--- config.mk ---
export PLATFORM = sky130hd
export DESIGN_NAME = sdp_sinc3_path
export DESIGN_NICKNAME = d
export VERILOG_FILES = /design/src/include/sdp_pkg.sv /design/src/sdp_fifo.sv /design/src/sdp_sinc3_path.sv
export SDC_FILE = /design/constraint.sdc
export NUM_CORES = 2
export LEC_CHECK = 0
export BUFFER_PORTS_ARGS = -buffer_cell sky130_fd_sc_hd__buf_2
export CAP_MARGIN = 0
export CORE_UTILIZATION = 35
export DETAILED_ROUTE_END_ITERATION = 16
export PLACE_DENSITY = 0.52
export SETUP_SLACK_MARGIN = 0.3
export SYNTH_ARGS = -nofsm -noshare
export SYNTH_HDL_FRONTEND = slang
export SYNTH_HIERARCHICAL = 1
export SYNTH_SLANG_ARGS = --single-unit
--- constraint.sdc ---
create_clock -name clk -period 9.35 [get_ports clk]
set_input_delay 1.4025 -clock clk [delete_from_list [all_inputs] [get_ports clk]]
set_output_delay 1.4025 -clock clk [all_outputs]
set_load 0.01 [all_outputs]
--- src/include/sdp_pkg.sv ---
// Constants, register map and field layout of the sinc3 decimation path.
// Assumes a 40 MHz system clock; modulator pulses come from a divider.
package sdp_pkg;
   localparam int          CLK_HZ        = 40000000;
   localparam int          DEV_CLK_HZ    = 512000;
   localparam int          DEV_CLK_FAST  = 2048000;
   localparam int          MOD_CLK_HZ    = 128000;
   // Device clock tick derived from system clock (rounded down)
   localparam logic [7:0]  DEV_TICK_DIV  = 8'(CLK_HZ / DEV_CLK_HZ);
   localparam logic [7:0]  DEV_TICK_FDIV = 8'(CLK_HZ / DEV_CLK_FAST);
   localparam logic [4:0]  MOD_DIV_SLOW  = 5'h04;
   localparam logic [4:0]  MOD_DIV_FAST  = 5'h10;
   localparam int          NUM_CH        = 2;
   localparam int          ACC_W         = 32;
   localparam int          OUT_W         = 16;
   localparam int          SETTLE_PER    = 3;
   localparam int          FIFO_DEPTH    = 4;
   // Word offsets on the bus (byte addresses)
   localparam logic [7:0]  CFG1_OFF      = 8'h04;
   localparam logic [7:0]  GAIN1_OFF     = 8'h10;
   localparam logic [7:0]  GAIN2_OFF     = 8'h14;
   localparam logic [7:0]  LDSTAT_OFF    = 8'h0c;
   localparam logic [7:0]  CTRL_OFF      = 8'h20;
   localparam logic [7:0]  STAT_OFF      = 8'h24;
   localparam logic [7:0]  DATA_OFF      = 8'h28;
   // Fields
   localparam int          RATE_LSB      = 0;
   localparam int          GAIN_LSB      = 4;
   localparam int          CLKDIV_BIT    = 6;
   localparam int          CHOP_LSB      = 0;
   localparam logic [2:0]  RATE_RST      = 3'h2;
   localparam logic [2:0]  GAIN_RST      = 3'h0;
   localparam logic [1:0]  CHOP_RST      = 2'h0;
   localparam logic [15:0] POS_FS        = 16'h7fff;
   localparam logic [15:0] NEG_FS        = 16'h8000;
   typedef enum logic [1:0] {SDP_IDLE, SDP_SETTLE, SDP_RUN} sdp_state_t;
endpackage

--- src/sdp_fifo.sv ---
// Small flip-flop FIFO with valid/ready on both sides.
// Assumes one clock and active-low asynchronous reset.
`timescale 1ns/1ps
`default_nettype none
module sdp_fifo #(
   parameter int WIDTH = 32,
   parameter int DEPTH = 4
) (
   input  wire logic             clk,
   input  wire logic             resetn,
   input  wire logic [WIDTH-1:0] inData,
   input  wire logic             inValid,
   output logic                  inReady,
   output logic      [WIDTH-1:0] outData,
   output logic                  outValid,
   input  wire logic             outReady
);
   localparam int AW = $clog2(DEPTH);
   logic [WIDTH-1:0] mem_ff [DEPTH];
   logic [AW-1:0]    wrPtr_ff, rdPtr_ff;
   logic [AW:0]      count_ff;
   wire              doWr = inValid && inReady;
   wire              doRd = outValid && outReady;
   assign inReady  = (count_ff != (AW+1)'(DEPTH));
   assign outValid = (count_ff != '0);
   assign outData  = mem_ff[rdPtr_ff];
   always_ff @(posedge clk or negedge resetn) begin
      if (!resetn) begin
         wrPtr_ff <= '0;
         rdPtr_ff <= '0;
         count_ff <= '0;
      end else begin
         if (doWr) wrPtr_ff <= AW'(wrPtr_ff + 1'b1);
         if (doRd) rdPtr_ff <= AW'(rdPtr_ff + 1'b1);
         count_ff <= (AW+1)'(count_ff + doWr - doRd);
      end
   end
   always_ff @(posedge clk) begin
      if (doWr) mem_ff[wrPtr_ff] <= inData;
   end
endmodule
`default_nettype wire

--- src/sdp_sinc3_path.sv ---
// Two-channel sinc3 decimation path with Wishbone register slave.
// Assumes modulator bits synchronous to clk, read on each modTick pulse.
// Notes on behaviour
// - Seven gains per channel via setting register
// - Modulator clock is device clock over 4/16
// - Per-channel second-order modulator bitstream input
// - Decimator is third-order sinc, ratio N
// - Data-rate field global across channels
// - One modulator bit per modulator tick
// - Step settles within three output periods
// - First result after start waits settling
// - Chopping at 8, 32 or 64 kSPS
// - Device clock 512 kHz or 2.048 MHz
// - Output saturates at 7fff and 8000
`timescale 1ns/1ps
`default_nettype none
module sdp_sinc3_path
   import sdp_pkg::*;
(
   input  wire logic        clk,
   input  wire logic        resetn,
   input  wire logic [7:0]  wb_adr_i,
   input  wire logic [31:0] wb_dat_i,
   output logic      [31:0] wb_dat_o,
   input  wire logic        wb_we_i,
   input  wire logic [3:0]  wb_sel_i,
   input  wire logic        wb_cyc_i,
   input  wire logic        wb_stb_i,
   output logic             wb_ack_o,
   input  wire logic        startIn,
   input  wire logic [1:0]  modBit,
   output logic             modTick_ff,
   output logic             chopTick_ff,
   output logic [2:0]       gainSel1_ff,
   output logic [2:0]       gainSel2_ff
);
   // Decimation ratio per data-rate code: 128 kHz/N = 8000..125 SPS
   function automatic logic [9:0] ratioOf(input logic [2:0] code);
      case (code)
         3'h0:    ratioOf = 10'h010;
         3'h1:    ratioOf = 10'h020;
         3'h2:    ratioOf = 10'h040;
         3'h3:    ratioOf = 10'h080;
         3'h4:    ratioOf = 10'h100;
         3'h5:    ratioOf = 10'h200;
         3'h6:    ratioOf = 10'h400 - 10'h001;
         default: ratioOf = 10'h200;
      endcase
   endfunction
   // Gain codes 0..6 map to 1,2,3,4,6,8,12; code 7 is refused
   function automatic logic [2:0] gainClamp(input logic [2:0] code,
                                            input logic [2:0] old);
      gainClamp = (code == 3'h7) ? old : code;
   endfunction
   // Right shift that maps full scale N^3 onto 2^15; N=16 shifts left
   function automatic logic [4:0] shiftOf(input logic [2:0] code);
      case (code)
         3'h0:    shiftOf = 5'h00;
         3'h1:    shiftOf = 5'h00;
         3'h2:    shiftOf = 5'h03;
         3'h3:    shiftOf = 5'h06;
         3'h4:    shiftOf = 5'h09;
         3'h5:    shiftOf = 5'h0c;
         3'h6:    shiftOf = 5'h0f;
         default: shiftOf = 5'h0c;
      endcase
   endfunction

   logic [2:0]  dataRate_ff;
   logic        clkDivSel_ff;
   logic [1:0]  chopSel_ff;
   logic [7:0]  devCnt_ff;
   logic [4:0]  modCnt_ff;
   logic [5:0]  chopCnt_ff;
   logic        devTick_ff;
   logic [9:0]  decCnt_ff;
   logic [1:0]  settleCnt_ff;
   logic        startD_ff;
   logic        overrun_ff;
   sdp_state_t  state_ff;
   logic [ACC_W-1:0] int1_ff [NUM_CH];
   logic [ACC_W-1:0] int2_ff [NUM_CH];
   logic [ACC_W-1:0] int3_ff [NUM_CH];
   logic [ACC_W-1:0] d1_ff   [NUM_CH];
   logic [ACC_W-1:0] d2_ff   [NUM_CH];
   logic [ACC_W-1:0] d3_ff   [NUM_CH];
   logic [OUT_W-1:0] sample  [NUM_CH];
   logic [31:0] fifoOut;
   logic        fifoValid, fifoReady;

   wire  [7:0] devDiv   = clkDivSel_ff ? DEV_TICK_FDIV : DEV_TICK_DIV;
   wire  [4:0] modDiv   = clkDivSel_ff ? MOD_DIV_FAST : MOD_DIV_SLOW;
   wire  [9:0] ratio    = ratioOf(dataRate_ff);
   wire  [5:0] chopDiv  = (chopSel_ff == 2'h0) ? 6'h02 :
                          (chopSel_ff == 2'h1) ? 6'h04 : 6'h10;
   wire        startRise = startIn && !startD_ff;
   wire        decEnd   = modTick_ff && (decCnt_ff == 10'(ratio - 1'b1));
   wire        emit     = decEnd && (state_ff == SDP_RUN);
   wire        busReq   = wb_cyc_i && wb_stb_i && !wb_ack_o;
   wire        wrReq    = busReq && wb_we_i && wb_sel_i[0];
   wire        dataRd   = busReq && !wb_we_i && (wb_adr_i == DATA_OFF);
   // Wrap on >= so a divisor switched lower cannot strand a counter
   wire        devWrap  = (devCnt_ff >= 8'(devDiv - 1'b1));
   wire        modWrap  = (modCnt_ff >= 5'(modDiv - 1'b1));
   wire        chopWrap = (chopCnt_ff >= 6'(chopDiv - 1'b1));
   wire  [4:0] rsh      = shiftOf(dataRate_ff);
   wire        lsh      = (dataRate_ff == 3'h0);

   // Device clock tick (512 kHz or 2.048 MHz) then modulator divider
   always_ff @(posedge clk or negedge resetn) begin
      if (!resetn) begin
         devCnt_ff  <= '0;
         devTick_ff <= 1'b0;
         modCnt_ff  <= '0;
         modTick_ff <= 1'b0;
      end else begin
         devTick_ff <= devWrap;
         devCnt_ff  <= devWrap ? '0 : 8'(devCnt_ff + 1'b1);
         modTick_ff <= devTick_ff && modWrap;
         if (devTick_ff)
            modCnt_ff <= modWrap ? '0 : 5'(modCnt_ff + 1'b1);
      end
   end

   // Chopping clock: modulator ticks divided to 64/32/8 kHz-class rates
   always_ff @(posedge clk or negedge resetn) begin
      if (!resetn) begin
         chopCnt_ff  <= '0;
         chopTick_ff <= 1'b0;
      end else begin
         chopTick_ff <= modTick_ff && chopWrap;
         if (modTick_ff)
            chopCnt_ff <= chopWrap ? '0 : 6'(chopCnt_ff + 1'b1);
      end
   end

   // Sinc3 per channel: integrators at modulator rate, combs at output rate
   genvar g;
   generate
      for (g = 0; g < NUM_CH; g++) begin : gCh
         wire [ACC_W-1:0] c1 = ACC_W'(int3_ff[g] - d1_ff[g]);
         wire [ACC_W-1:0] c2 = ACC_W'(c1 - d2_ff[g]);
         wire [ACC_W-1:0] c3 = ACC_W'(c2 - d3_ff[g]);
         // Bipolar input: bit 1 => +1, bit 0 => -1; full scale is +-N^3
         wire signed [ACC_W-1:0] sc = $signed(c3);
         wire [ACC_W-1:0] shifted = lsh ? ACC_W'(sc <<< 3) :
                                          ACC_W'(sc >>> rsh);
         wire signed [ACC_W-1:0] sv = $signed(shifted);
         assign sample[g] = (sv > $signed({16'h0000, POS_FS})) ? POS_FS :
                            (sv < -$signed({16'h0000, POS_FS})) ? NEG_FS :
                            sv[OUT_W-1:0];
         always_ff @(posedge clk or negedge resetn) begin
            if (!resetn) begin
               int1_ff[g] <= '0;
               int2_ff[g] <= '0;
               int3_ff[g] <= '0;
               d1_ff[g]   <= '0;
               d2_ff[g]   <= '0;
               d3_ff[g]   <= '0;
            end else begin
               if (modTick_ff) begin
                  int1_ff[g] <= modBit[g] ? ACC_W'(int1_ff[g] + 1'b1)
                                          : ACC_W'(int1_ff[g] - 1'b1);
                  int2_ff[g] <= ACC_W'(int2_ff[g] + int1_ff[g]);
                  int3_ff[g] <= ACC_W'(int3_ff[g] + int2_ff[g]);
               end
               if (decEnd) begin
                  d1_ff[g] <= int3_ff[g];
                  d2_ff[g] <= c1;
                  d3_ff[g] <= c2;
               end
            end
         end
      end
   endgenerate

   // Start handling: comb history must refill for three periods
   always_ff @(posedge clk or negedge resetn) begin
      if (!resetn) begin
         startD_ff    <= 1'b0;
         state_ff     <= SDP_IDLE;
         settleCnt_ff <= '0;
         decCnt_ff    <= '0;
      end else begin
         startD_ff <= startIn;
         if (modTick_ff)
            decCnt_ff <= decEnd ? '0 : 10'(decCnt_ff + 1'b1);
         case (state_ff)
            SDP_IDLE: if (startRise) begin
               state_ff     <= SDP_SETTLE;
               settleCnt_ff <= '0;
               decCnt_ff    <= '0;
            end
            SDP_SETTLE: if (decEnd) begin
               settleCnt_ff <= 2'(settleCnt_ff + 1'b1);
               if (settleCnt_ff == 2'(SETTLE_PER - 1)) state_ff <= SDP_RUN;
            end
            SDP_RUN: if (!startIn) state_ff <= SDP_IDLE;
            default: state_ff <= SDP_IDLE;
         endcase
         // A new ratio restarts the count so it never runs past the end
         if (wrReq && wb_adr_i == CFG1_OFF)
            decCnt_ff <= '0;
      end
   end

   // Samples queue for the readout; full FIFO drops and flags overrun
   sdp_fifo #(.WIDTH(32), .DEPTH(FIFO_DEPTH)) uFifo (
      .clk      (clk),
      .resetn   (resetn),
      .inData   ({sample[1], sample[0]}),
      .inValid  (emit),
      .inReady  (fifoReady),
      .outData  (fifoOut),
      .outValid (fifoValid),
      .outReady (dataRd)
   );

   wire [31:0] rdMux =
      (wb_adr_i == CFG1_OFF)   ? {29'h0, dataRate_ff} :
      (wb_adr_i == GAIN1_OFF)  ? {25'h0, gainSel1_ff, 4'h0} :
      (wb_adr_i == GAIN2_OFF)  ? {25'h0, gainSel2_ff, 4'h0} :
      (wb_adr_i == LDSTAT_OFF) ? {25'h0, clkDivSel_ff, 6'h0} :
      (wb_adr_i == CTRL_OFF)   ? {30'h0, chopSel_ff} :
      (wb_adr_i == STAT_OFF)   ? {28'h0, overrun_ff, fifoValid,
                                  state_ff == SDP_RUN, startIn} :
      (wb_adr_i == DATA_OFF)   ? (fifoValid ? fifoOut : 32'h0) : 32'h0;

   // Wishbone classic slave: one wait state, ack for one cycle
   always_ff @(posedge clk or negedge resetn) begin
      if (!resetn) begin
         wb_ack_o     <= 1'b0;
         wb_dat_o     <= '0;
         dataRate_ff  <= RATE_RST;
         gainSel1_ff  <= GAIN_RST;
         gainSel2_ff  <= GAIN_RST;
         clkDivSel_ff <= 1'b0;
         chopSel_ff   <= CHOP_RST;
         overrun_ff   <= 1'b0;
      end else begin
         wb_ack_o <= busReq;
         wb_dat_o <= busReq ? rdMux : 32'h0;
         if (emit && !fifoReady)
            overrun_ff <= 1'b1;
         else if (wrReq && wb_adr_i == STAT_OFF && wb_dat_i[3])
            overrun_ff <= 1'b0;
         if (wrReq && wb_adr_i == CFG1_OFF)
            dataRate_ff <= wb_dat_i[RATE_LSB +: 3];
         if (wrReq && wb_adr_i == GAIN1_OFF)
            gainSel1_ff <= gainClamp(wb_dat_i[GAIN_LSB +: 3], gainSel1_ff);
         if (wrReq && wb_adr_i == GAIN2_OFF)
            gainSel2_ff <= gainClamp(wb_dat_i[GAIN_LSB +: 3], gainSel2_ff);
         if (wrReq && wb_adr_i == LDSTAT_OFF)
            clkDivSel_ff <= wb_dat_i[CLKDIV_BIT];
         if (wrReq && wb_adr_i == CTRL_OFF)
            chopSel_ff <= wb_dat_i[CHOP_LSB +: 2];
      end
   end

   ackPulse_a: assert property (@(posedge clk) disable iff (!resetn)
      wb_ack_o |=> !wb_ack_o) else $error("ack longer than one cycle");
   clkDiv_a: assert property (@(posedge clk) disable iff (!resetn)
      modTick_ff |=> !modTick_ff [*3])
      else $error("modulator tick too close");
   gainLegal_a: assert property (@(posedge clk) disable iff (!resetn)
      gainSel1_ff != 3'h7 && gainSel2_ff != 3'h7)
      else $error("illegal gain code held");
   settle_a: assert property (@(posedge clk) disable iff (!resetn)
      startRise && state_ff == SDP_IDLE |=> !emit [*8])
      else $error("sample emitted without settling");
   satRange_a: assert property (@(posedge clk) disable iff (!resetn)
      emit && $signed(gCh[0].sv) > $signed({16'h0000, POS_FS})
      |-> sample[0] == POS_FS)
      else $error("sample not clipped at full scale");
   ratioCnt_a: assert property (@(posedge clk) disable iff (!resetn)
      decCnt_ff < ratio || $changed(dataRate_ff) ||
      $past(wb_ack_o))
      else $error("decimation counter ran past ratio");
   emitTick_a: assert property (@(posedge clk) disable iff (!resetn)
      emit |-> modTick_ff)
      else $error("output not aligned to modulator tick");
   chopOn_a: assert property (@(posedge clk) disable iff (!resetn)
      chopTick_ff |-> $past(modTick_ff))
      else $error("chop tick without modulator tick");
endmodule
`default_nettype wire

==> flow_metrics.py <==
metrics = {
    "run_status": {
        "status": "finished, final reports clean",
    },
    "finish": {
        "multi_input_comb_area_sq_mm": 0.0280,
        "num-nets-final": 5395,
        "syn_to_final_growth_pct": 11.4,
        "diodes": 0,
        "drive_above_1_share": 0.135,
        "nFillCells": 12800,
        "seq_area_sq_mm": 0.0157,
    },
    "synth": {
        "synth_fa_ha_area_frac": 0.114,
        "syn_area_per_cell_sq_um": 9.26,
        "synthTopCellsByArea": "dfrtp_1, ha_1, edfxtp_1",
        "synth-simple-area-share": 0.136,
        "synth_edf_count": 128,
        "synthXorXnorAreaFrac": 0.0684,
        "yosys_warnings": 6,
        "netlist_top_cells_count": "dfrtp_1, nand2_1, ha_1",
        "synth_top_family_by_area": "compound AO/OA/AOI/OAI gates",
        "synthMuxAreaShare": 0.0757,
        "yosys.cell_count.top_type": "dfrtp_1",
        "synth_compound_area_frac": 0.214,
        "ys_types": 111,
        "netlist_instances": 4894,
        "synth_top_area_frac": 0.261,
        "syn-num-nets": 5352,
        "seq_area_frac_synth": 0.347,
        "yosysTopAreaCell": "dfrtp_1",
        "synth-seq-cells": 602,
        "async_flop_share": 0.787,
        "netlist_area_sq_mm": 0.0453,
        "synth_ff_type": "dfrtp_1",
    },
    "global_route": {
        "globalRouteTotalUtil": 0.173,
        "grt_max_degree": 134,
        "grt_pass1_vias": 35400,
        "grt_pass1_wl_mm": 189,
        "antenna_found_initial": 1,
        "overflow": 0,
    },
    "routing": {
        "wl_per_cell_um": 16.8,
        "drt_wl_total_mm": 113,
        "firstDrtPassIters": 7,
        "dr_total_vias": 36100,
        "drc": 0,
        "drt_iter0_drc": 2489,
        "antenna_left": 0,
        "viasPerCell": 5.38,
    },
    "timing": {
        "slew_viol_final": 0,
        "rsz0062_at_grt": "no",
        "fmax_mhz": 117,
        "finalCriticalPeriod_ns": 8.57,
        "worst_slack_ns": 0.782,
        "slew_headroom": 0.251,
        "clock_skew_ns": 0.0332,
        "finalSetupViolCount": 0,
        "holdWs_ns": 0.477,
        "period_share": 0.916,
        "finalSetupTns_ns": 0,
        "hold_viol": 0,
        "tightest_slew_ns": 1.11,
    },
    "clock_network": {
        "tritoncts": "built",
        "cts_made_buffers": 71,
        "cts_max_path_buffers": 3,
        "clock_sinks": 602,
        "clkSlewWorstSetupHoldPaths_ns": 0.06,
        "clock-root-buffer": "clkbuf_16",
        "htree_levels": 3,
        "clk_latency_ns": 0.64,
    },
    "floorplanning": {
        "initial_utilization": 0.354,
        "die_h_um": 362,
        "fp.dieW_um": 362,
        "core_sq_mm": 0.128,
        "num_io_pins": 93,
        "std_cell_rows": 131,
        "die_area_sq_mm": 0.131,
    },
    "critical_path": {
        "critical_path_class": "flip-flop to flip-flop",
        "setup.worst_path.end_class": "flip-flop",
        "cpMaxStageDelayCell": "o41a_2",
        "timing.critical_path.from": "int3_ff[0]",
        "crit_path_start_kind": "flip-flop",
        "critical_path_arrival_ns": 9.01,
        "r2r_start": "int3_ff[0]",
        "max_stage_delay_ns": 0.57,
        "critPathMaxFanout": 6,
        "crit_top_cell": "a21o_1",
        "required_ns": 9.79,
    },
    "run": {
        "maxCapViolations": 0,
    },
    "worst_hold_path": {
        "hold_start": "d1_ff[49]",
        "hold_class": "flip-flop to flip-flop",
    },
    "placement": {
        "io_buffers": 64,
        "dp_hpwl_mm": 81.7,
        "place_ws_ns": 0.292,
        "place.gp.congestion": 0.910,
    },
}
==> cells by family after synthesis <==
family	count (synthesis)
AO/OA/AOI/OAI	1479
XOR/XNOR	350
adder cells (fa/ha/maj)	406
buffers and inverters	495
flip-flops	602
multiplexers	268
AND/OR/NAND/NOR	1294
==> per-stage QoR <==
| step | cell area (sq um) | instances | utilization |
|---|---|---|---|
| detailed placement | 47600 | 6586 | 0.372 |
| finish | 50500 | 6720 | 0.395 |
| global route | 50500 | 6720 | 0.395 |
| CTS | 50100 | 6713 | 0.391 |
| floorplan | 45300 | 4894 | - |
| global placement | 47600 | 6586 | 0.372 |
==> worst max-delay path: cells and delay by family (launching register included) <==
family	cells	cell delay [ns]
simple gates	8	1.53
fa+ha+maj	4	1.28
compound gates	20	4.65
buf+inv	2	0.21
xor+xnor	2	0.32
flops	1	0.35
==> routing by layer <==
metal / up-vias / track usage / part of all wire
met5: - / 0 / 0
met3: 151 / 0.0190 / 0.042
li1: 18000 / - / -
met4: 0 / 0.0501 / 0.021
met1: 17200 / 0.244 / 0.49
met2: 705 / 0.277 / 0.45
==> registers in the layout, summed over array words and instances, names as in the netlist, 3 cells and up <==
signal	cells
uFifo/count_ff	3
modCnt_ff	5
chopCnt_ff	6
int1_ff	64
gainSel2_ff	3
int3_ff	64
d2_ff	64
d1_ff	64
gainSel1_ff	3
wb_dat_o	32
d3_ff	64
devCnt_ff	8
decCnt_ff	10
dataRate_ff	3
uFifo/mem_ff	128
int2_ff	64
==> layout make-up <==
type                       instances  share of cell area
tap                             1729              0.0428
inverter                         317              0.0236
clock inverter                    32             0.00825
multi-input combinational       3799               0.554
sequential                       602               0.311
timing repair buffer             146              0.0199
clock buffer                      95              0.0402
==> layout by cell type (no fill, tap or decap), types with 52 or more instances in the layout <==
cell and n:
inv_1 314, a21o_1 145, nand3_1 111, clkbuf_16 73, dfrtp_1 468, ha_1 390
nand2_1 401, o21a_1 78, buf_4 77, nor3_1 81, a21oi_1 347, o21ai_0 338
xnor2_1 241, buf_2 63, mux2_2 215, edfxtp_1 128, xor2_1 99, nand2b_1 52
nor2_1 322
==> final timing paths <==
kind | end | slack, ns | cells after the start
max | uFifo/mem_ff[1][19] | 0.78 | 36
min | d1_ff[49] | 0.48 | 2
max reg2reg | uFifo/mem_ff[1][19] | 0.78 | 36
min reg2reg | d1_ff[49] | 0.48 | 2
max in group asynchronous | int1_ff[46] | 7.10 | 2
min in group asynchronous | d1_ff[0] | 0.77 | 1
==> what timing repair did <==
action,4_1_cts,5_1_grt
setup endpoints to repair,12,120
hold buffers,0,0
buffers inserted,0,5
cloned,0,2
gates resized for setup,3,72
pin swaps,0,13
Power is not shown: default switching activity piles up to over one toggle a cycle in this logic, so the estimate is an artifact.
